`src/inc/acs_pkg.sv`:
```
// Constants and types of the conversion sequencer
// Function
// - Idle, single and continuous modes only
// - Single mode write starts one conversion
// - Busy flag high while converting
// - Fast result after one conversion cycle
// - Single SINC3 result after three cycles
// - Select bit picks filter setting done flag
// - Single end returns idle, clears busy
// - SINC3 single run also loads fast result
// - Fast single run may leave SINC3 invalid
// - Continuous mode runs cycles without gaps
// - Continuous fast every cycle, SINC3 from third
// - Both filters update, select only sets done
// - Idle write stops continuous conversions
// - Separate three-byte result sets per filter
// - Polarity bit picks unipolar or bipolar
// - SINC3 spans three latest cycles
// - Buffer control changes only while idle
package acs_pkg;
   // Register addresses on the special function bus
   localparam logic [7:0] ADDR_BUF = 8'hBD;
   localparam logic [7:0] ADDR_CTRL = 8'hE8;
   localparam logic [7:0] ADDR_CFG = 8'hB6;
   localparam logic [7:0] ADDR_MODE = 8'hB7;
   localparam logic [7:0] ADDR_SINC_H = 8'hC4;
   localparam logic [7:0] ADDR_SINC_M = 8'hC3;
   localparam logic [7:0] ADDR_SINC_L = 8'hC2;
   localparam logic [7:0] ADDR_FAST_H = 8'hC7;
   localparam logic [7:0] ADDR_FAST_M = 8'hC6;
   localparam logic [7:0] ADDR_FAST_L = 8'hC5;
   // Field positions
   localparam int CTRL_DONE_BIT = 0;
   localparam int CTRL_BUSY_BIT = 1;
   localparam int CTRL_POL_BIT = 2;
   localparam int CFG_ISEL_BIT = 0;
   // Values after reset
   localparam logic [7:0] BUF_RST = 8'h00;
   localparam logic SYNC_RST = 1'b0;
   // Conversion mode field codes; 2'h3 acts as idle
   localparam logic [1:0] MODE_IDLE = 2'h0;
   localparam logic [1:0] MODE_SINGLE = 2'h1;
   localparam logic [1:0] MODE_CONT = 2'h2;
   // Result word width
   localparam int RES_W = 24;
   // SINC3 history depth in cycles
   localparam logic [1:0] SINC_CYCLES = 2'h3;
   // Sequencer states, Gray along idle, single, continuous
   typedef enum logic [1:0] {
      ACS_IDLE = 2'b00,
      ACS_SINGLE = 2'b01,
      ACS_CONT = 2'b11
   } acs_state_t;
endpackage : acs_pkg

```
`src/inc/acs_res_if.sv`:
```
// Result hand-off between sequencer and one result store
`timescale 1ns/10ps
interface acs_res_if #(parameter int CW = 8);
   logic load; // One-cycle strobe, new count ready
   logic [CW-1:0] cnt; // Raw count of modulator ones
   logic bipolar; // Output coding select
   logic [acs_pkg::RES_W-1:0] data; // Stored result word
   modport src (output load, output cnt, output bipolar, input data);
   modport dst (input load, input cnt, input bipolar, output data);
endinterface : acs_res_if

```
`src/acs_result.sv`:
```
// Three-byte result store with unipolar or bipolar coding
`timescale 1ns/10ps
module acs_result #(
   parameter int CW = 8,
   parameter int FULL = 64
) (
   input wire logic clk,
   input wire logic reset_n,
   input wire logic ce,
   acs_res_if.dst res
);
   typedef struct packed {
      logic [acs_pkg::RES_W-1:0] word; // Held result
   } acs_res_t;
   acs_res_t st_q, st_d;
   logic [acs_pkg::RES_W-1:0] uni; // Plain count
   logic [acs_pkg::RES_W-1:0] bip; // Twice count less full scale

   // Count as wide as the word or wider cannot be coded
   if (CW >= acs_pkg::RES_W || FULL < 1) begin : g_chk
      $error("acs_result: count width or full scale unusable");
   end

   // Bipolar centres mid-scale on zero, two's complement
   always_comb begin
      st_d = st_q;
      uni = acs_pkg::RES_W'(res.cnt);
      bip = (uni << 1) - acs_pkg::RES_W'(FULL);
      if (res.load) begin
         st_d.word = res.bipolar ? bip : uni;
      end
   end

   // Word only changes on a load strobe
   always_ff @(posedge clk) begin
      if (!reset_n) begin
         st_q <= '0;
      end else if (ce) begin
         st_q <= st_d;
      end
   end

   assign res.data = st_q.word;
endmodule : acs_result

```
`src/acs_sequencer.sv`:
```
// Conversion sequencer: modes, filters, flags and registers
`timescale 1ns/10ps
module acs_sequencer #(
   parameter int MOD_DIV = 4, // Clocks per modulator sample
   parameter int DECIM = 64 // Samples per conversion cycle
) (
   input wire logic clk,
   input wire logic reset_n,
   input wire logic ce,
   input wire logic mod_bit, // Modulator data pin
   input wire logic [7:0] sfr_addr,
   input wire logic sfr_wr,
   input wire logic [7:0] sfr_wdata,
   output logic [7:0] sfr_rdata,
   output logic [7:0] buf_ctrl, // Input buffer enables
   output logic conv_busy
);
   // Divider and count widths
   localparam int DW = $clog2(MOD_DIV);
   localparam int CW = $clog2(3 * DECIM + 1);

   // Refuse settings the counters cannot serve
   if (MOD_DIV < 2 || DECIM < 2 || CW >= acs_pkg::RES_W) begin : g_chk
      $error("acs_sequencer: MOD_DIV or DECIM out of range");
   end

   // Whole state of the sequencer
   typedef struct packed {
      acs_pkg::acs_state_t st; // Conversion state
      logic [DW-1:0] div; // Modulator clock divider
      logic [CW-1:0] smp; // Samples taken this cycle
      logic [CW-1:0] acc; // Ones seen this cycle
      logic [CW-1:0] h1; // Count one cycle back
      logic [CW-1:0] h2; // Count two cycles back
      logic [1:0] ncyc; // Cycles done, saturating
      logic isel; // Interrupt filter select
      logic pol; // Output polarity bit
      logic done; // Conversion done flag
      logic busy; // Conversion busy flag
      logic [7:0] bufc; // Input buffer control
      logic [7:0] rdata; // Registered read data
   } acs_top_t;
   acs_top_t q, d;

   logic mod_s; // Synchronised modulator bit
   logic wr_mode; // Write to mode register
   logic wr_buf; // Write to buffer register
   logic wr_ctrl; // Write to control register
   logic wr_cfg; // Write to config register
   logic tick; // Modulator sample strobe
   logic end_cyc; // Last sample of a cycle
   logic sinc_ready; // Third or later cycle end
   logic sel_done; // Selected filter finished
   logic [CW-1:0] acc_nxt; // Count with this sample
   logic [CW-1:0] sinc_cnt; // Three-cycle sum
   logic [1:0] mode_rd; // Mode field readback
   logic [7:0] rmux; // Read mux output

   // Pin crosses into the clock domain here
   acs_sync u_sync (
      .clk(clk),
      .reset_n(reset_n),
      .ce(ce),
      .d(mod_bit),
      .q(mod_s)
   );

   // Separate stores for each filter
   acs_res_if #(.CW(CW)) fast_if ();
   acs_res_if #(.CW(CW)) sinc_if ();

   acs_result #(.CW(CW), .FULL(DECIM)) u_fast (
      .clk(clk),
      .reset_n(reset_n),
      .ce(ce),
      .res(fast_if)
   );

   acs_result #(.CW(CW), .FULL(3 * DECIM)) u_sinc (
      .clk(clk),
      .reset_n(reset_n),
      .ce(ce),
      .res(sinc_if)
   );

   // Register write decode
   always_comb begin
      wr_mode = sfr_wr && (sfr_addr == acs_pkg::ADDR_MODE);
      wr_buf = sfr_wr && (sfr_addr == acs_pkg::ADDR_BUF);
      wr_ctrl = sfr_wr && (sfr_addr == acs_pkg::ADDR_CTRL);
      wr_cfg = sfr_wr && (sfr_addr == acs_pkg::ADDR_CFG);
   end

   // Cycle timing and filter sums
   always_comb begin
      tick = (q.div == DW'(MOD_DIV - 1));
      // Cycle length is divider times decimation
      end_cyc = tick && (q.smp == CW'(DECIM - 1)) && (q.st != acs_pkg::ACS_IDLE);
      acc_nxt = q.acc + CW'(tick && mod_s);
      // SINC3 sums the three latest cycles
      sinc_cnt = acc_nxt + q.h1 + q.h2;
      sinc_ready = (q.ncyc >= (acs_pkg::SINC_CYCLES - 2'h1));
      // Select bit chooses which end raises done and ends a single run
      sel_done = end_cyc && (q.isel || sinc_ready);
   end

   // Hand counts to the result stores
   always_comb begin
      fast_if.load = end_cyc;
      fast_if.cnt = acc_nxt;
      fast_if.bipolar = q.pol;
      // Fast single runs also write SINC3, not yet valid
      sinc_if.load = end_cyc && (sinc_ready || (q.st == acs_pkg::ACS_SINGLE && q.isel));
      sinc_if.cnt = sinc_cnt;
      sinc_if.bipolar = q.pol;
   end

   // Mode field readback from state
   always_comb begin
      unique case (q.st)
         acs_pkg::ACS_IDLE: mode_rd = acs_pkg::MODE_IDLE;
         acs_pkg::ACS_SINGLE: mode_rd = acs_pkg::MODE_SINGLE;
         acs_pkg::ACS_CONT: mode_rd = acs_pkg::MODE_CONT;
         default: mode_rd = acs_pkg::MODE_IDLE;
      endcase
   end

   // Read mux; unmapped addresses read zero
   always_comb begin
      unique case (sfr_addr)
         acs_pkg::ADDR_CTRL: begin
            rmux = 8'h00;
            rmux[acs_pkg::CTRL_DONE_BIT] = q.done;
            rmux[acs_pkg::CTRL_BUSY_BIT] = q.busy;
            rmux[acs_pkg::CTRL_POL_BIT] = q.pol;
         end
         acs_pkg::ADDR_CFG: begin
            rmux = 8'h00;
            rmux[acs_pkg::CFG_ISEL_BIT] = q.isel;
         end
         acs_pkg::ADDR_MODE: rmux = {6'h00, mode_rd};
         acs_pkg::ADDR_BUF: rmux = q.bufc;
         acs_pkg::ADDR_SINC_H: rmux = sinc_if.data[23:16];
         acs_pkg::ADDR_SINC_M: rmux = sinc_if.data[15:8];
         acs_pkg::ADDR_SINC_L: rmux = sinc_if.data[7:0];
         acs_pkg::ADDR_FAST_H: rmux = fast_if.data[23:16];
         acs_pkg::ADDR_FAST_M: rmux = fast_if.data[15:8];
         acs_pkg::ADDR_FAST_L: rmux = fast_if.data[7:0];
         default: rmux = 8'h00;
      endcase
   end

   // Next state of the whole sequencer
   always_comb begin
      d = q;
      d.rdata = rmux;
      // Config and polarity are plain storage
      if (wr_cfg) begin
         d.isel = sfr_wdata[acs_pkg::CFG_ISEL_BIT];
      end
      if (wr_ctrl) begin
         d.pol = sfr_wdata[acs_pkg::CTRL_POL_BIT];
         d.done = q.done && sfr_wdata[acs_pkg::CTRL_DONE_BIT];
      end
      // A finish in the clearing cycle still sets the flag
      if (sel_done) begin
         d.done = 1'b1;
      end
      // Buffer control only takes writes while idle
      if (wr_buf && q.st == acs_pkg::ACS_IDLE) begin
         d.bufc = sfr_wdata;
      end
      // Sample counting only while converting
      if (q.st != acs_pkg::ACS_IDLE) begin
         d.div = tick ? '0 : q.div + DW'(1);
         if (tick) begin
            d.acc = acc_nxt;
            d.smp = q.smp + CW'(1);
         end
         // Cycle end: shift history, restart with no gap
         if (end_cyc) begin
            d.smp = '0;
            d.acc = '0;
            d.h1 = acc_nxt;
            d.h2 = q.h1;
            d.ncyc = (q.ncyc == acs_pkg::SINC_CYCLES) ? q.ncyc : q.ncyc + 2'h1;
         end
      end
      // Single run ends when the selected filter is done
      unique case (q.st)
         acs_pkg::ACS_IDLE: d.st = acs_pkg::ACS_IDLE;
         acs_pkg::ACS_SINGLE: begin
            if (sel_done) begin
               d.st = acs_pkg::ACS_IDLE;
            end
         end
         acs_pkg::ACS_CONT: d.st = acs_pkg::ACS_CONT;
         default: d.st = acs_pkg::ACS_IDLE;
      endcase
      // A mode write overrides any cycle end and restarts
      if (wr_mode) begin
         d.div = '0;
         d.smp = '0;
         d.acc = '0;
         d.h1 = '0;
         d.h2 = '0;
         d.ncyc = 2'h0;
         unique case (sfr_wdata[1:0])
            acs_pkg::MODE_SINGLE: d.st = acs_pkg::ACS_SINGLE;
            acs_pkg::MODE_CONT: d.st = acs_pkg::ACS_CONT;
            default: d.st = acs_pkg::ACS_IDLE;
         endcase
      end
      // Busy follows the state so it drops with idle
      d.busy = (d.st != acs_pkg::ACS_IDLE);
   end

   // State register, frozen while clock enable is low
   always_ff @(posedge clk) begin
      if (!reset_n) begin
         q <= '0;
         q.st <= acs_pkg::ACS_IDLE;
         q.bufc <= acs_pkg::BUF_RST;
      end else if (ce) begin
         q <= d;
      end
   end

   // Outputs straight from flip-flops
   assign sfr_rdata = q.rdata;
   assign buf_ctrl = q.bufc;
   assign conv_busy = q.busy;

   logic wr_stop; // Idle code written
   assign wr_stop = wr_mode && (sfr_wdata[1:0] != acs_pkg::MODE_SINGLE) && (sfr_wdata[1:0] != acs_pkg::MODE_CONT);
endmodule : acs_sequencer

```
`src/acs_sync.sv`:
```
// Two-stage synchroniser for the modulator data pin
`timescale 1ns/10ps
module acs_sync (
   input wire logic clk,
   input wire logic reset_n,
   input wire logic ce,
   input wire logic d,
   output logic q
);
   // Both stages in one state word
   typedef struct packed {
      logic s1; // Metastable stage, read only by s2
      logic s2; // Settled stage
   } acs_sync_t;
   acs_sync_t st_q, st_d;

   // Shift the pin through both stages
   always_comb begin
      st_d = st_q;
      st_d.s1 = d;
      st_d.s2 = st_q.s1;
   end

   // Frozen while clock enable is low
   always_ff @(posedge clk) begin
      if (!reset_n) begin
         st_q <= {acs_pkg::SYNC_RST, acs_pkg::SYNC_RST};
      end else if (ce) begin
         st_q <= st_d;
      end
   end

   assign q = st_q.s2;
endmodule : acs_sync

```
`config.mk`:
```
export PLATFORM = sky130hd
export DESIGN_NAME = acs_sequencer
export DESIGN_NICKNAME = d
export VERILOG_FILES = /design/src/inc/acs_pkg.sv /design/src/inc/acs_res_if.sv /design/src/acs_result.sv /design/src/acs_sequencer.sv /design/src/acs_sync.sv
export SDC_FILE = /design/constraint.sdc
export NUM_CORES = 1
export LEC_CHECK = 0
export ABC_AREA = 1
export BUFFER_PORTS_ARGS = -buffer_cell sky130_fd_sc_hd__buf_2
export CAP_MARGIN = 20
export CORE_MARGIN = 10
export CORE_UTILIZATION = 61
export DETAILED_ROUTE_END_ITERATION = 8
export GPL_ROUTABILITY_DRIVEN = 0
export PLACE_DENSITY = 0.81
export SLEW_MARGIN = 20
export SYNTH_ARGS = -nofsm -noshare
export SYNTH_HDL_FRONTEND = slang
export SYNTH_HIERARCHICAL = 1
export SYNTH_SLANG_ARGS = --single-unit
```
`constraint.sdc`:
```
create_clock -name clk -period 4.2 [get_ports clk]
set_input_delay 1.26 -clock clk [delete_from_list [all_inputs] [get_ports clk]]
set_output_delay 1.26 -clock clk [all_outputs]
set_load 0.01 [all_outputs]
```
Word level (Yosys, flattened, before mapping)
Index checks and enable logic that the tools add are counted.

Register bits after elaboration: 108. Bits in latches: 0. Bits in writable memories: 0. ROM bits: 0. Input port bits: 21. Output and inout port bits: 17. Logic and storage cells: 90. Memories: 0.

Add/sub/neg operators: 8. $mul: 0. Divide/modulo/power cells: 0. Magnitude comparators: 1. Equality and inequality tests: 18. Shift operators: 0. Multiplexer cells: 15. Bitwise operators: 0. Reductions and logical operators: 31.

Operators with widths (count): $eq 8x8->1 const B (10); $pmux 8 s10 (1); $mux 24 (2); $mux 38 (1); $mux 36 (1); $mux 34 (1); $add 8x8->8 (2); $mux 16 (1); $reduce_and 2->1 (7); $logic_and 1x1->1 (12); $pmux 2 s2 (3); $reduce_bool 2->1 (5); $sub 9x7->10 const B (1); $sub 9x8->10 const B (1); $add 8x1->8 (1); $add 8x1->8 const B (1); $eq 2x2->1 const B (4); $eq 8x6->1 const B (1); $mux 2 (3); $reduce_and 3->1 (2); $add 2x1->2 const B (2); $eq 2x1->1 const B (2); $reduce_and 4->1 (1); $reduce_bool 3->1 (1); 5 further kinds (7).

Longest topological paths before layout
Gate-level depths: netlist of run 1.

Depth after elaboration: 8. Depth in mapped cells: 22. Depth with buffers taken out: 22.

Cells and area by module
The synthesis of run 1 kept the hierarchy.

By module, submodules not included: acs_sequencer (instances 1, cells an instance 568, area each 3892.5 µm², sequential area each 1161.1 µm²); acs_result at u_fast (instances 1, cells an instance 101, area each 654.4 µm², sequential area each 200.2 µm²); acs_result at u_sinc (instances 1, cells an instance 94, area each 629.4 µm², sequential area each 200.2 µm²); acs_sync (instances 1, cells an instance 12, area each 80.1 µm², sequential area each 40.0 µm²).

Least setup slack after synthesis of run 1
OpenSTA, ideal clock, no wires.

Kind: register -> register. Start point: register q[54] (netlist bit). End point: register u_sinc.st_q (netlist bit u_sinc/res.data[7]). Library setup time: 0.109 ns. Arrival: 3.221 ns. Data required time: 4.091 ns. Slack: 0.870 ns. Stages on the path, launching flop included: 18. Buffers on the path: 0. Period minus slack after synthesis: 3.330 ns. Path through: dfxtp_1 > ha_1 > nand2_1 > inv_1 > ha_1 > ha_1 > nand3_1 > xor2_1 > fa_1 > ha_1 > a21oi_1 > nand2_1 > xor2_1 > ha_1 > nand2_1 > nand3_1 > nand2_1 > inv_1.

Longest elaborated chain between the ends: 7. Elaborated cells on any way between the ends: 11. Classes of those cells: add/sub (4); eq/ne (1); mux (1); reduce/logical (5).

RTL lines: start: declaration (line acs_sequencer.sv:43) `acs_top_t q, d;`; $eq 2x2->1 (line acs_sequencer.sv:96) `tick = (q.div == DW'(MOD_DIV - 1));`; $logic_and 1x1->1 (line acs_sequencer.sv:99) `acc_nxt = q.acc + CW'(tick && mod_s);`; $add 8x1->8 (line acs_sequencer.sv:99); net acc_nxt[4] (line acs_sequencer.sv:54) `logic [CW-1:0] acc_nxt;`; $add 8x8->8 (2 in series) (line acs_sequencer.sv:101) `sinc_cnt = acc_nxt + q.h1 + q.h2;`; net sinc_cnt[5] (line acs_sequencer.sv:55) `logic [CW-1:0] sinc_cnt;`; $sub 9x8->10 (line acs_result.sv:28) `bip = (uni << 1) - acs_pkg::RES_W'(FULL);`; $mux 24 (line acs_result.sv:30) `st_d.word = res.bipolar ? bip : uni;`; end signal: assignment (line acs_result.sv:39) `st_q <= st_d;`; end: declaration (line acs_result.sv:15) `acs_res_t st_q, st_d;`.

The timed path passes the listed nets, and every way through them passes these cells. A chain may end at the register's enable or synchronous reset.

Worst setup path in the final report of run 1
Ends and elaborated chain as after synthesis.

==> results of run 1 <==
cells by family (layout without fill, tap and decap cells):
family	count (synthesis)	after routing
AO/OA/AOI/OAI	88	88
XOR/XNOR	12	12
adder cells (fa/ha/maj)	23	23
buffers and inverters	159	153
flip-flops	80	80
AND/OR/NAND/NOR	413	413
layout by cell type (no fill, tap or decap), types with 14 or more instances in the layout:
cell type,instances
a21oi_2,14
nand2_1,205
nand2_2,17
inv_1,86
nand3_1,85
ha_1,15
buf_2,37
o21ai_0,15
nor2_1,62
a21oi_1,54
dfxtp_1,80
where the power goes:
group / internal (W) / switching (W)
clock network: 0.000336 / 0.000286
logic: 0.0000165 / 0.0000483
registers: 0.000759 / 0.000000991
total: 0.00111 / 0.000336
per-layer routing:
metal	track usage (%)	wire, um	up-vias
li1	-	-	2388
met1	21.9	5090	2164
met2	32.2	6000	125
met3	3.80	578	25
met4	6.51	232	0
met5	0	0	-
worst max-delay path by stage:
stage	from	to	slack, ns	cells past startpoint
2_1_floorplan	q[54]	u_sinc/res.data[7]	0.87	17
3_3_place_gp	q[54]	u_sinc/res.data[7]	0.69	17
3_5_place_dp	q[54]	u_sinc/res.data[7]	0.43	17
4_1_cts	q[54]	u_sinc/res.data[7]	0.41	17
5_1_grt	q[54]	u_sinc/res.data[7]	0.09	20
6_report	q[54]	u_sinc/res.data[7]	0.37	17
metrics by stage:
step | area [um2] | setup slack, ns | power [W] | cells | hold slack [ns]
3_3_place_gp | 5160 | 0.692 | 0.000840 | 858 | 0.451
2_1_floorplan | 5260 | 0.870 | 0.000817 | 775 | 0.444
6_report | 5380 | 0.367 | 0.00145 | 874 | 0.469
5_1_grt | 5380 | 0.0871 | 0.00149 | 874 | 0.491
4_1_cts | 5380 | 0.406 | 0.00146 | 874 | 0.471
3_5_place_dp | 5160 | 0.432 | 0.000842 | 858 | 0.458
sequential cells by signal, summed over array words and instances (netlist names):
name / flops
conv_busy: 1
u_fast/res.data: 10
q: 40
buf_ctrl: 8
sfr_rdata: 8
u_sync/q: 1
fast_if.bipolar: 1
u_sinc/res.data: 10
u_sync/st_d: 1
worst reg2reg max path, delay by kind of cell, from the launching register on:
kind	cells	cell delay [ns]
AO/OA/AOI/OAI	1	0.22
XOR/XNOR	2	0.73
flip-flops	1	0.33
AND/OR/NAND/NOR	6	0.54
adder cells (fa/ha/maj)	6	1.82
buffers and inverters	2	0.08
final cells by class:
class                   count  area, um2  share of cell area, %
repair buffers             42        223                   4.14
clock buffers              11        131                   2.44
clock inverters             5       81.3                   1.51
flip-flops and latches     80       1600                   29.8
well taps                 105        131                   2.44
inverters                  95        362                   6.72
multi-input cells         536       2850                   53.0
==> flow_summary.yaml, run 1 <==
clock_network:
  cts.sinks: 80
  numCtsBuffers: 9
  cts_root_buf: "clkbuf_8"
  clock_latency_ns: 0.35
  ctsHoldBuffers: 0
  ctsResizeCount: 0
  cts-htree-levels: 3
  post-cts-setup-buffers: 0
  max-clock-path-buffers: 2
  cts_tree: "yes"
  clk_pin_slew_ns: 0.08
setup_path:
  rr_startpoint: "q[54]"
  endpoint_kind: "flip-flop"
  required_ns: 4.45
  startpoint_type: "flip-flop"
  reg2regPathDepth: 17
  critPathBufInv: 2
  path_common_cell: "ha_1"
  critPathArrivalTime_ns: 4.08
  rrSetupSlack_ns: 0.37
  cpPeakStageDelay_ns: 0.50
  r2r_end: "u_sinc/res.data[7]"
  worst-setup-path-type: "flip-flop to flip-flop"
  path_max_fanout: 5
  crit_family: "adder cells"
  slowest_stage: "fa_1"
  crit_chain: "ha_1, nand2_1, inv_1, ha_1, ha_1, nand3_1, xor2_1, fa_1, ha_1, a21oi_1, nand2_1, xor2_1, ha_1, nand2_1, nand3_1, nand2_1, inv_1"
floorplanning:
  die_h_um: 113
  dieArea_um2: 12700
  num_rows: 33
  ios: 38
  coreArea_um2: 8300
  initial_core_util_pct: 63.3
  die_w_um: 113
drt:
  via_count: 4702
  wl_per_cell_um: 13.6
  drt-total-wl_um: 11900
  first_pass_iters: 5
  via_per_inst: 5.38
  detail-route-antenna-nets: 0
  drc: 0
  first_iter_violations: 237
layout:
  num_antenna_cells: 0
  post-route-util_pct: 64.8
  final_nets: 808
  nFillCells: 750
  synthToLayoutAreaGrowth_pct: 2.31
  drive_gt1_share_pct: 15.0
yosys:
  synth_flop_cell: "dfxtp_1"
  synthMuxAreaShare_pct: 0
  syn_nets: 819
  syn-mean-instance-area_um2: 6.78
  synth-simple-area-share_pct: 35.9
  synth_commonest_cells: "nand2_1 (205), inv_1 (86), nand3_1 (85)"
  synth_fa_ha_area_share_pct: 6.62
  syn-cell-area_um2: 5260
  ys_ff_latch: 80
  ys_warn_count: 6
  netlist.area_leader.share_pct: 30.5
  syn_inst: 775
  synth_compound_area_share_pct: 9.64
  synth_top_cell_by_area: "dfxtp_1"
  synth-async-reset-ratio_pct: 0
  yosys.cell_count.top_type: "nand2_1"
  synth_xor_area_share_pct: 2.00
  synth_area_leaders: "dfxtp_1 (30%), nand2_1 (15%), nand3_1 (8.1%)"
  synth_top_family_by_area: "simple AND/OR/NAND/NOR gates"
  ys_types: 40
  seq_area_frac_synth_pct: 30.5
  synth-edff-count: 0
hold_path:
  holdPathEnd: "sfr_rdata[7]"
  holdPathStages: 2
  min-delay-start: "sfr_rdata[7]"
  hp-class: "flip-flop to flip-flop"
power:
  p_per_area_nw_per_um2: 269
  ir_drop_uv: 199
  p_leak_nw: 2.41
timing:
  timing_hold_violations_final: 0
  fin_crit_sh_pct: 91.3
  relSlewSlack_pct: 36.6
  finalSetupViolations: 0
  max_freq_mhz: 261
  slew_violations: 0
  finalSetupTns_ns: 0
  min_period_ns: 3.83
  worst_pin_slew_ns: 0.950
  fin_skew_ns: 0.0111
  rsz0062_at_grt: "no"
grt:
  grt_pass1_vias: 4490
  overflow: 0
  grt_use_total_pct: 18.5
  grt_pass1_wl_um: 20300
  antenna_found_initial: 0
  grt_max_degree: 49
job:
  drv_cap: 0
placed_design:
  placement.io_buffers: 37
  dpl.hpwl_um: 9020
outcome:
  status: "finished clean"
Note: power is estimated with default switching activity, not from simulation.
==> inputs of run 2 (changes only) <==
==> constraint.sdc (replaced) <==
create_clock -name clk -period 4.2 [get_ports clk]
set_input_delay 0.84 -clock clk [delete_from_list [all_inputs] [get_ports clk]]
set_output_delay 0.84 -clock clk [all_outputs]
set_load 0.01 [all_outputs]
==> flow_summary.yaml, run 2 (synthesis results as in run 1) <==
outcome:
  status: "finished clean"
layout:
  stdcell_count: 873
  final_nets: 807
  num_antenna_cells: 0
  largest_reg_flops: 40
  seq_area_um2: 1600
  synthToLayoutAreaGrowth_pct: 2.33
  regMostFlops: "q"
  nFillCells: 746
  multi_input_area_um2: 2850
  mostFrequentLayoutCell: "nand2_1"
  drive_gt1_share_pct: 15.1
  layout_common_cells: "nand2_1 (205), inv_1 (86), nand3_1 (85)"
drt:
  via_per_inst: 5.30
  drc: 0
  first_iter_violations: 200
  first_pass_iters: 6
  detail-route-antenna-nets: 0
  wl_per_cell_um: 13.1
  via_count: 4625
  drt-total-wl_um: 11400
timing:
  finalSetupTns_ns: 0
  fin_skew_ns: 0.0110
  timing_hold_violations_final: 0
  rsz0062_at_grt: "no"
  worst_pin_slew_ns: 0.838
  holdWs_ns: 0.462
  finalSetupViolations: 0
  layout_setup_ws_ns: 0.437
  fin_crit_sh_pct: 89.6
  min_period_ns: 3.76
  relSlewSlack_pct: 43.9
  slew_violations: 0
  max_freq_mhz: 266
floorplanning:
  num_rows: 33
  die_w_um: 113
  coreArea_um2: 8300
  ios: 38
  die_h_um: 113
  initial_core_util_pct: 63.3
  dieArea_um2: 12700
setup_path:
  reg2regPathDepth: 17
  critPathArrivalTime_ns: 4.03
  r2r_end: "u_sinc/res.data[7]"
  worst-setup-path-type: "flip-flop to flip-flop"
  path_common_cell: "ha_1"
  endpoint_kind: "flip-flop"
  rrSetupSlack_ns: 0.44
  rr_startpoint: "q[54]"
  cpPeakStageDelay_ns: 0.52
  critPathBufInv: 2
  path_max_fanout: 5
  startpoint_type: "flip-flop"
  slowest_stage: "fa_1"
  required_ns: 4.46
  crit_family: "adder cells"
  crit_chain: "ha_1, nand2_1, inv_1, ha_1, ha_1, nand3_1, xor2_1, fa_1, ha_1, a21oi_1, nand2_1, xor2_1, ha_1, nand2_1, nand3_1, nand2_1, inv_1"
clock_network:
  cts-htree-levels: 3
  cts_tree: "yes"
  post-cts-setup-buffers: 0
  numCtsBuffers: 9
  max-clock-path-buffers: 2
  clk_pin_slew_ns: 0.09
  clock_latency_ns: 0.36
  cts_root_buf: "clkbuf_8"
  cts.sinks: 80
  ctsHoldBuffers: 0
  ctsResizeCount: 0
placed_design:
  dp_slack_ns: 0.487
  placement.io_buffers: 37
  dp.cells: 856
  dpl.hpwl_um: 8510
power:
  p_leak_nw: 2.41
  ir_drop_uv: 245
  total_power_w: 0.00144
  p_per_area_nw_per_um2: 268
hold_path:
  hp-class: "flip-flop to flip-flop"
  min-delay-start: "sfr_rdata[7]"
  holdPathEnd: "sfr_rdata[7]"
  holdPathStages: 2
grt:
  grt_use_total_pct: 17.8
  antenna_found_initial: 0
  grt_max_degree: 49
  grt_pass1_vias: 4381
  grt_pass1_wl_um: 19500
  overflow: 0
job:
  drv_cap: 0
## run 2: cell count changes in the layout (fill, tap and decap cells not counted)
cell | previous run | this run
clkbuf_8 | 9 | 11
clkinvlp_4 | 1 | 2
clkinv_2 | 1 | 0
bufinv_16 | 2 | 1
buf_8 | 0 | 1
inv_6 | 0 | 2
clkbuf_1 | 2 | 0
clkinv_4 | 1 | 0
buf_4 | 5 | 3
## run 2: where the power goes
part | internal, W | switching [W]
clock network | 0.000311 | 0.000304
registers | 0.000759 | 0.000000862
logic | 0.0000171 | 0.0000481
## run 2: worst min-delay path, stage by stage, from the launching register on
cell,delay (ns)
dfxtp_1,0.32
nand2_1,0.05
a21oi_1,0.05
## run 2: layout make-up
type,instances,share of cell area [%]
Clock inverter,5,1.16
Tap cell,105,2.44
Sequential cell,80,29.8
Multi-Input combinational cell,536,52.9
Timing Repair Buffer,41,4.14
Clock buffer,11,2.81
Inverter,95,6.72
## run 2: metrics by stage
step                cell area (um2)  utilization (%)
floorplan                      5260                -
global placement               5150             62.1
detailed placement             5150             62.1
CTS                            5360             64.6
global route                   5380             64.8
finish                         5380             64.8
## run 2: how the worst max path moves through the flow
| stage | startpoint | to | slack, ns | cells past startpoint |
|---|---|---|---|---|
| after CTS | q[54] | u_sinc/res.data[7] | 0.44 | 17 |
| after detailed placement | q[54] | u_sinc/res.data[7] | 0.49 | 17 |
| after global placement | q[54] | u_sinc/res.data[7] | 0.68 | 18 |
| after global routing | q[54] | u_sinc/res.data[7] | 0.13 | 17 |
| after floorplan | q[54] | u_sinc/res.data[7] | 0.87 | 17 |
| final | q[54] | u_sinc/res.data[7] | 0.44 | 17 |
## run 2: per-layer routing
metal	up-vias	part of all wire [%]	GRT usage (%)
met4	0	1.4	6.09
met1	2127	44	21.1
li1	2382	-	-
met2	100	50	31.6
met3	16	4.6	3.22
met5	-	0	0
==> inputs of run 3 (changes only) <==
--- a/config.mk
+++ b/config.mk
@@ -9,11 +9,12 @@
 export BUFFER_PORTS_ARGS = -buffer_cell sky130_fd_sc_hd__buf_2
 export CAP_MARGIN = 20
 export CORE_MARGIN = 10
-export CORE_UTILIZATION = 61
+export CORE_UTILIZATION = 63
+export CTS_BUF_LIST = sky130_fd_sc_hd__clkbuf_8
+export CTS_CLUSTER_SIZE = 20
 export DETAILED_ROUTE_END_ITERATION = 8
 export GPL_ROUTABILITY_DRIVEN = 0
-export PLACE_DENSITY = 0.81
-export SLEW_MARGIN = 20
+export PLACE_DENSITY = 0.83
 export SYNTH_ARGS = -nofsm -noshare
 export SYNTH_HDL_FRONTEND = slang
 export SYNTH_HIERARCHICAL = 1
==> flow_summary.yaml, run 3 (synthesis results as in run 1) <==
timing:
  fin_skew_ns: 0.0168
  min_period_ns: 3.74
  fin_crit_sh_pct: 89.1
  slew_violations: 0
  timing_hold_violations_final: 0
  finalSetupTns_ns: 0
  finalSetupViolations: 0
  worst_pin_slew_ns: 0.896
  max_freq_mhz: 267
  rsz0062_at_grt: "no"
  relSlewSlack_pct: 40.1
setup_path:
  rr_startpoint: "q[54]"
  worst-setup-path-type: "flip-flop to flip-flop"
  rrSetupSlack_ns: 0.46
  critPathArrivalTime_ns: 4.00
  required_ns: 4.46
  r2r_end: "u_sinc/res.data[7]"
  startpoint_type: "flip-flop"
  endpoint_kind: "flip-flop"
  path_max_fanout: 5
  reg2regPathDepth: 20
drt:
  drt-total-wl_um: 11400
  drc: 0
  first_pass_iters: 4
  wl_per_cell_um: 13.1
  first_iter_violations: 269
  via_per_inst: 5.31
  detail-route-antenna-nets: 0
  via_count: 4630
clock_network:
  cts.sinks: 80
  cts-htree-levels: 3
  ctsHoldBuffers: 0
  numCtsBuffers: 9
  cts_root_buf: "clkbuf_8"
  post-cts-setup-buffers: 0
  max-clock-path-buffers: 2
  ctsResizeCount: 0
  clk_pin_slew_ns: 0.09
  clock_latency_ns: 0.36
  cts_tree: "yes"
placed_design:
  dpl.hpwl_um: 8560
  placement.io_buffers: 37
  placed_cell_area_um2: 5150
power:
  p_leak_nw: 2.40
  ir_drop_uv: 161
  p_per_area_nw_per_um2: 261
floorplanning:
  ios: 38
  dieArea_um2: 12400
  die_w_um: 111
  coreArea_um2: 8180
  num_rows: 33
  die_h_um: 111
  initial_core_util_pct: 64.3
hold_path:
  hp-class: "flip-flop to flip-flop"
  min-delay-start: "sfr_rdata[5]"
  holdPathEnd: "sfr_rdata[5]"
  holdPathStages: 2
layout:
  drive_gt1_share_pct: 14.9
  layout_common_cells: "nand2_1 (205), inv_1 (87), nand3_1 (85)"
  synthToLayoutAreaGrowth_pct: 1.69
  regMostFlops: "q"
  final_cell_area_um2: 5350
  mostFrequentLayoutCell: "nand2_1"
  num_antenna_cells: 0
  final_nets: 806
  nFillCells: 722
  largest_reg_flops: 40
job:
  drv_cap: 0
outcome:
  status: "finished clean"
grt:
  grt_pass1_wl_um: 19700
  overflow: 0
  grt_max_degree: 49
  grt_use_total_pct: 18.3
  grt_pass1_vias: 4423
  antenna_found_initial: 0
run 3: cell types whose count changed in the layout (fill, tap and decap cells not counted), sizes merged:
cell	delta
clkinv	+2
buf	-1
clkbuf	-2
run 3: report_power, final:
group | internal [W] | switching (W) | leakage, nW
Clock | 0.000275 | 0.000299 | 0.0970
Combinational | 0.0000158 | 0.0000477 | 1.66
Sequential | 0.000759 | 0.000000865 | 0.644
Total | 0.00105 | 0.000347 | 2.40
run 3: final cells by class:
class / instances / area [um2] / share of cell area [%]
inverter: 95 / 362 / 6.76
multi-input combinational: 536 / 2850 / 53.3
tap: 105 / 131 / 2.46
clock buffer: 9 / 124 / 2.32
clock inverter: 7 / 71.3 / 1.33
sequential: 80 / 1600 / 30.0
timing repair buffer: 40 / 208 / 3.89
run 3: worst max path at each step:
stage | startpoint | to | slack [ns] | depth (start not counted)
2_1_floorplan | q[54] | u_sinc/res.data[7] | 0.87 | 17
3_3_place_gp | q[54] | u_sinc/res.data[7] | 0.68 | 16
3_5_place_dp | q[54] | u_sinc/res.data[7] | 0.51 | 18
4_1_cts | q[54] | u_sinc/res.data[7] | 0.48 | 20
5_1_grt | q[54] | u_sinc/res.data[7] | 0.04 | 20
6_report | q[54] | u_sinc/res.data[7] | 0.46 | 20
run 3: routing by layer:
| layer | routed length, um | global-route usage (%) | vias to the layer above | share of wire (%) |
|---|---|---|---|---|
| met3 | 472 | 3.17 | 19 | 4.1 |
| met2 | 5830 | 32.2 | 96 | 51 |
| met1 | 4940 | 21.7 | 2126 | 43 |
| met4 | 186 | 6.94 | 0 | 1.6 |
| met5 | 0 | 0 | - | 0 |
| li1 | - | - | 2389 | - |
run 3: metrics by stage:
step           hold slack (ns)  power, W  cells  util [%]  setup WS [ns]
3_5_place_dp             0.455  0.000841    856      63.0          0.513
4_1_cts                  0.469   0.00141    872      65.4          0.479
5_1_grt                  0.493   0.00144    872      65.4         0.0396
2_1_floorplan            0.444  0.000817    775         -          0.870
3_3_place_gp             0.451  0.000838    856      63.0          0.681
6_report                 0.466   0.00140    872      65.4          0.460
run 3: worst max-delay path, cell delays in order, from the launching register on:
cell     delay, ns
dfxtp_1       0.38
ha_1          0.21
nand2_1       0.06
inv_1         0.05
ha_1          0.16
nand2_1       0.06
inv_1         0.09
nand2_1       0.07
xnor2_1       0.43
fa_1          0.51
ha_1          0.36
a21oi_1       0.17
nand2_1       0.10
a21oi_1       0.12
o21ai_0       0.10
xor2_1        0.22
ha_1          0.27
nand2_1       0.06
nand3_1       0.09
nand2_1       0.07
inv_1         0.04
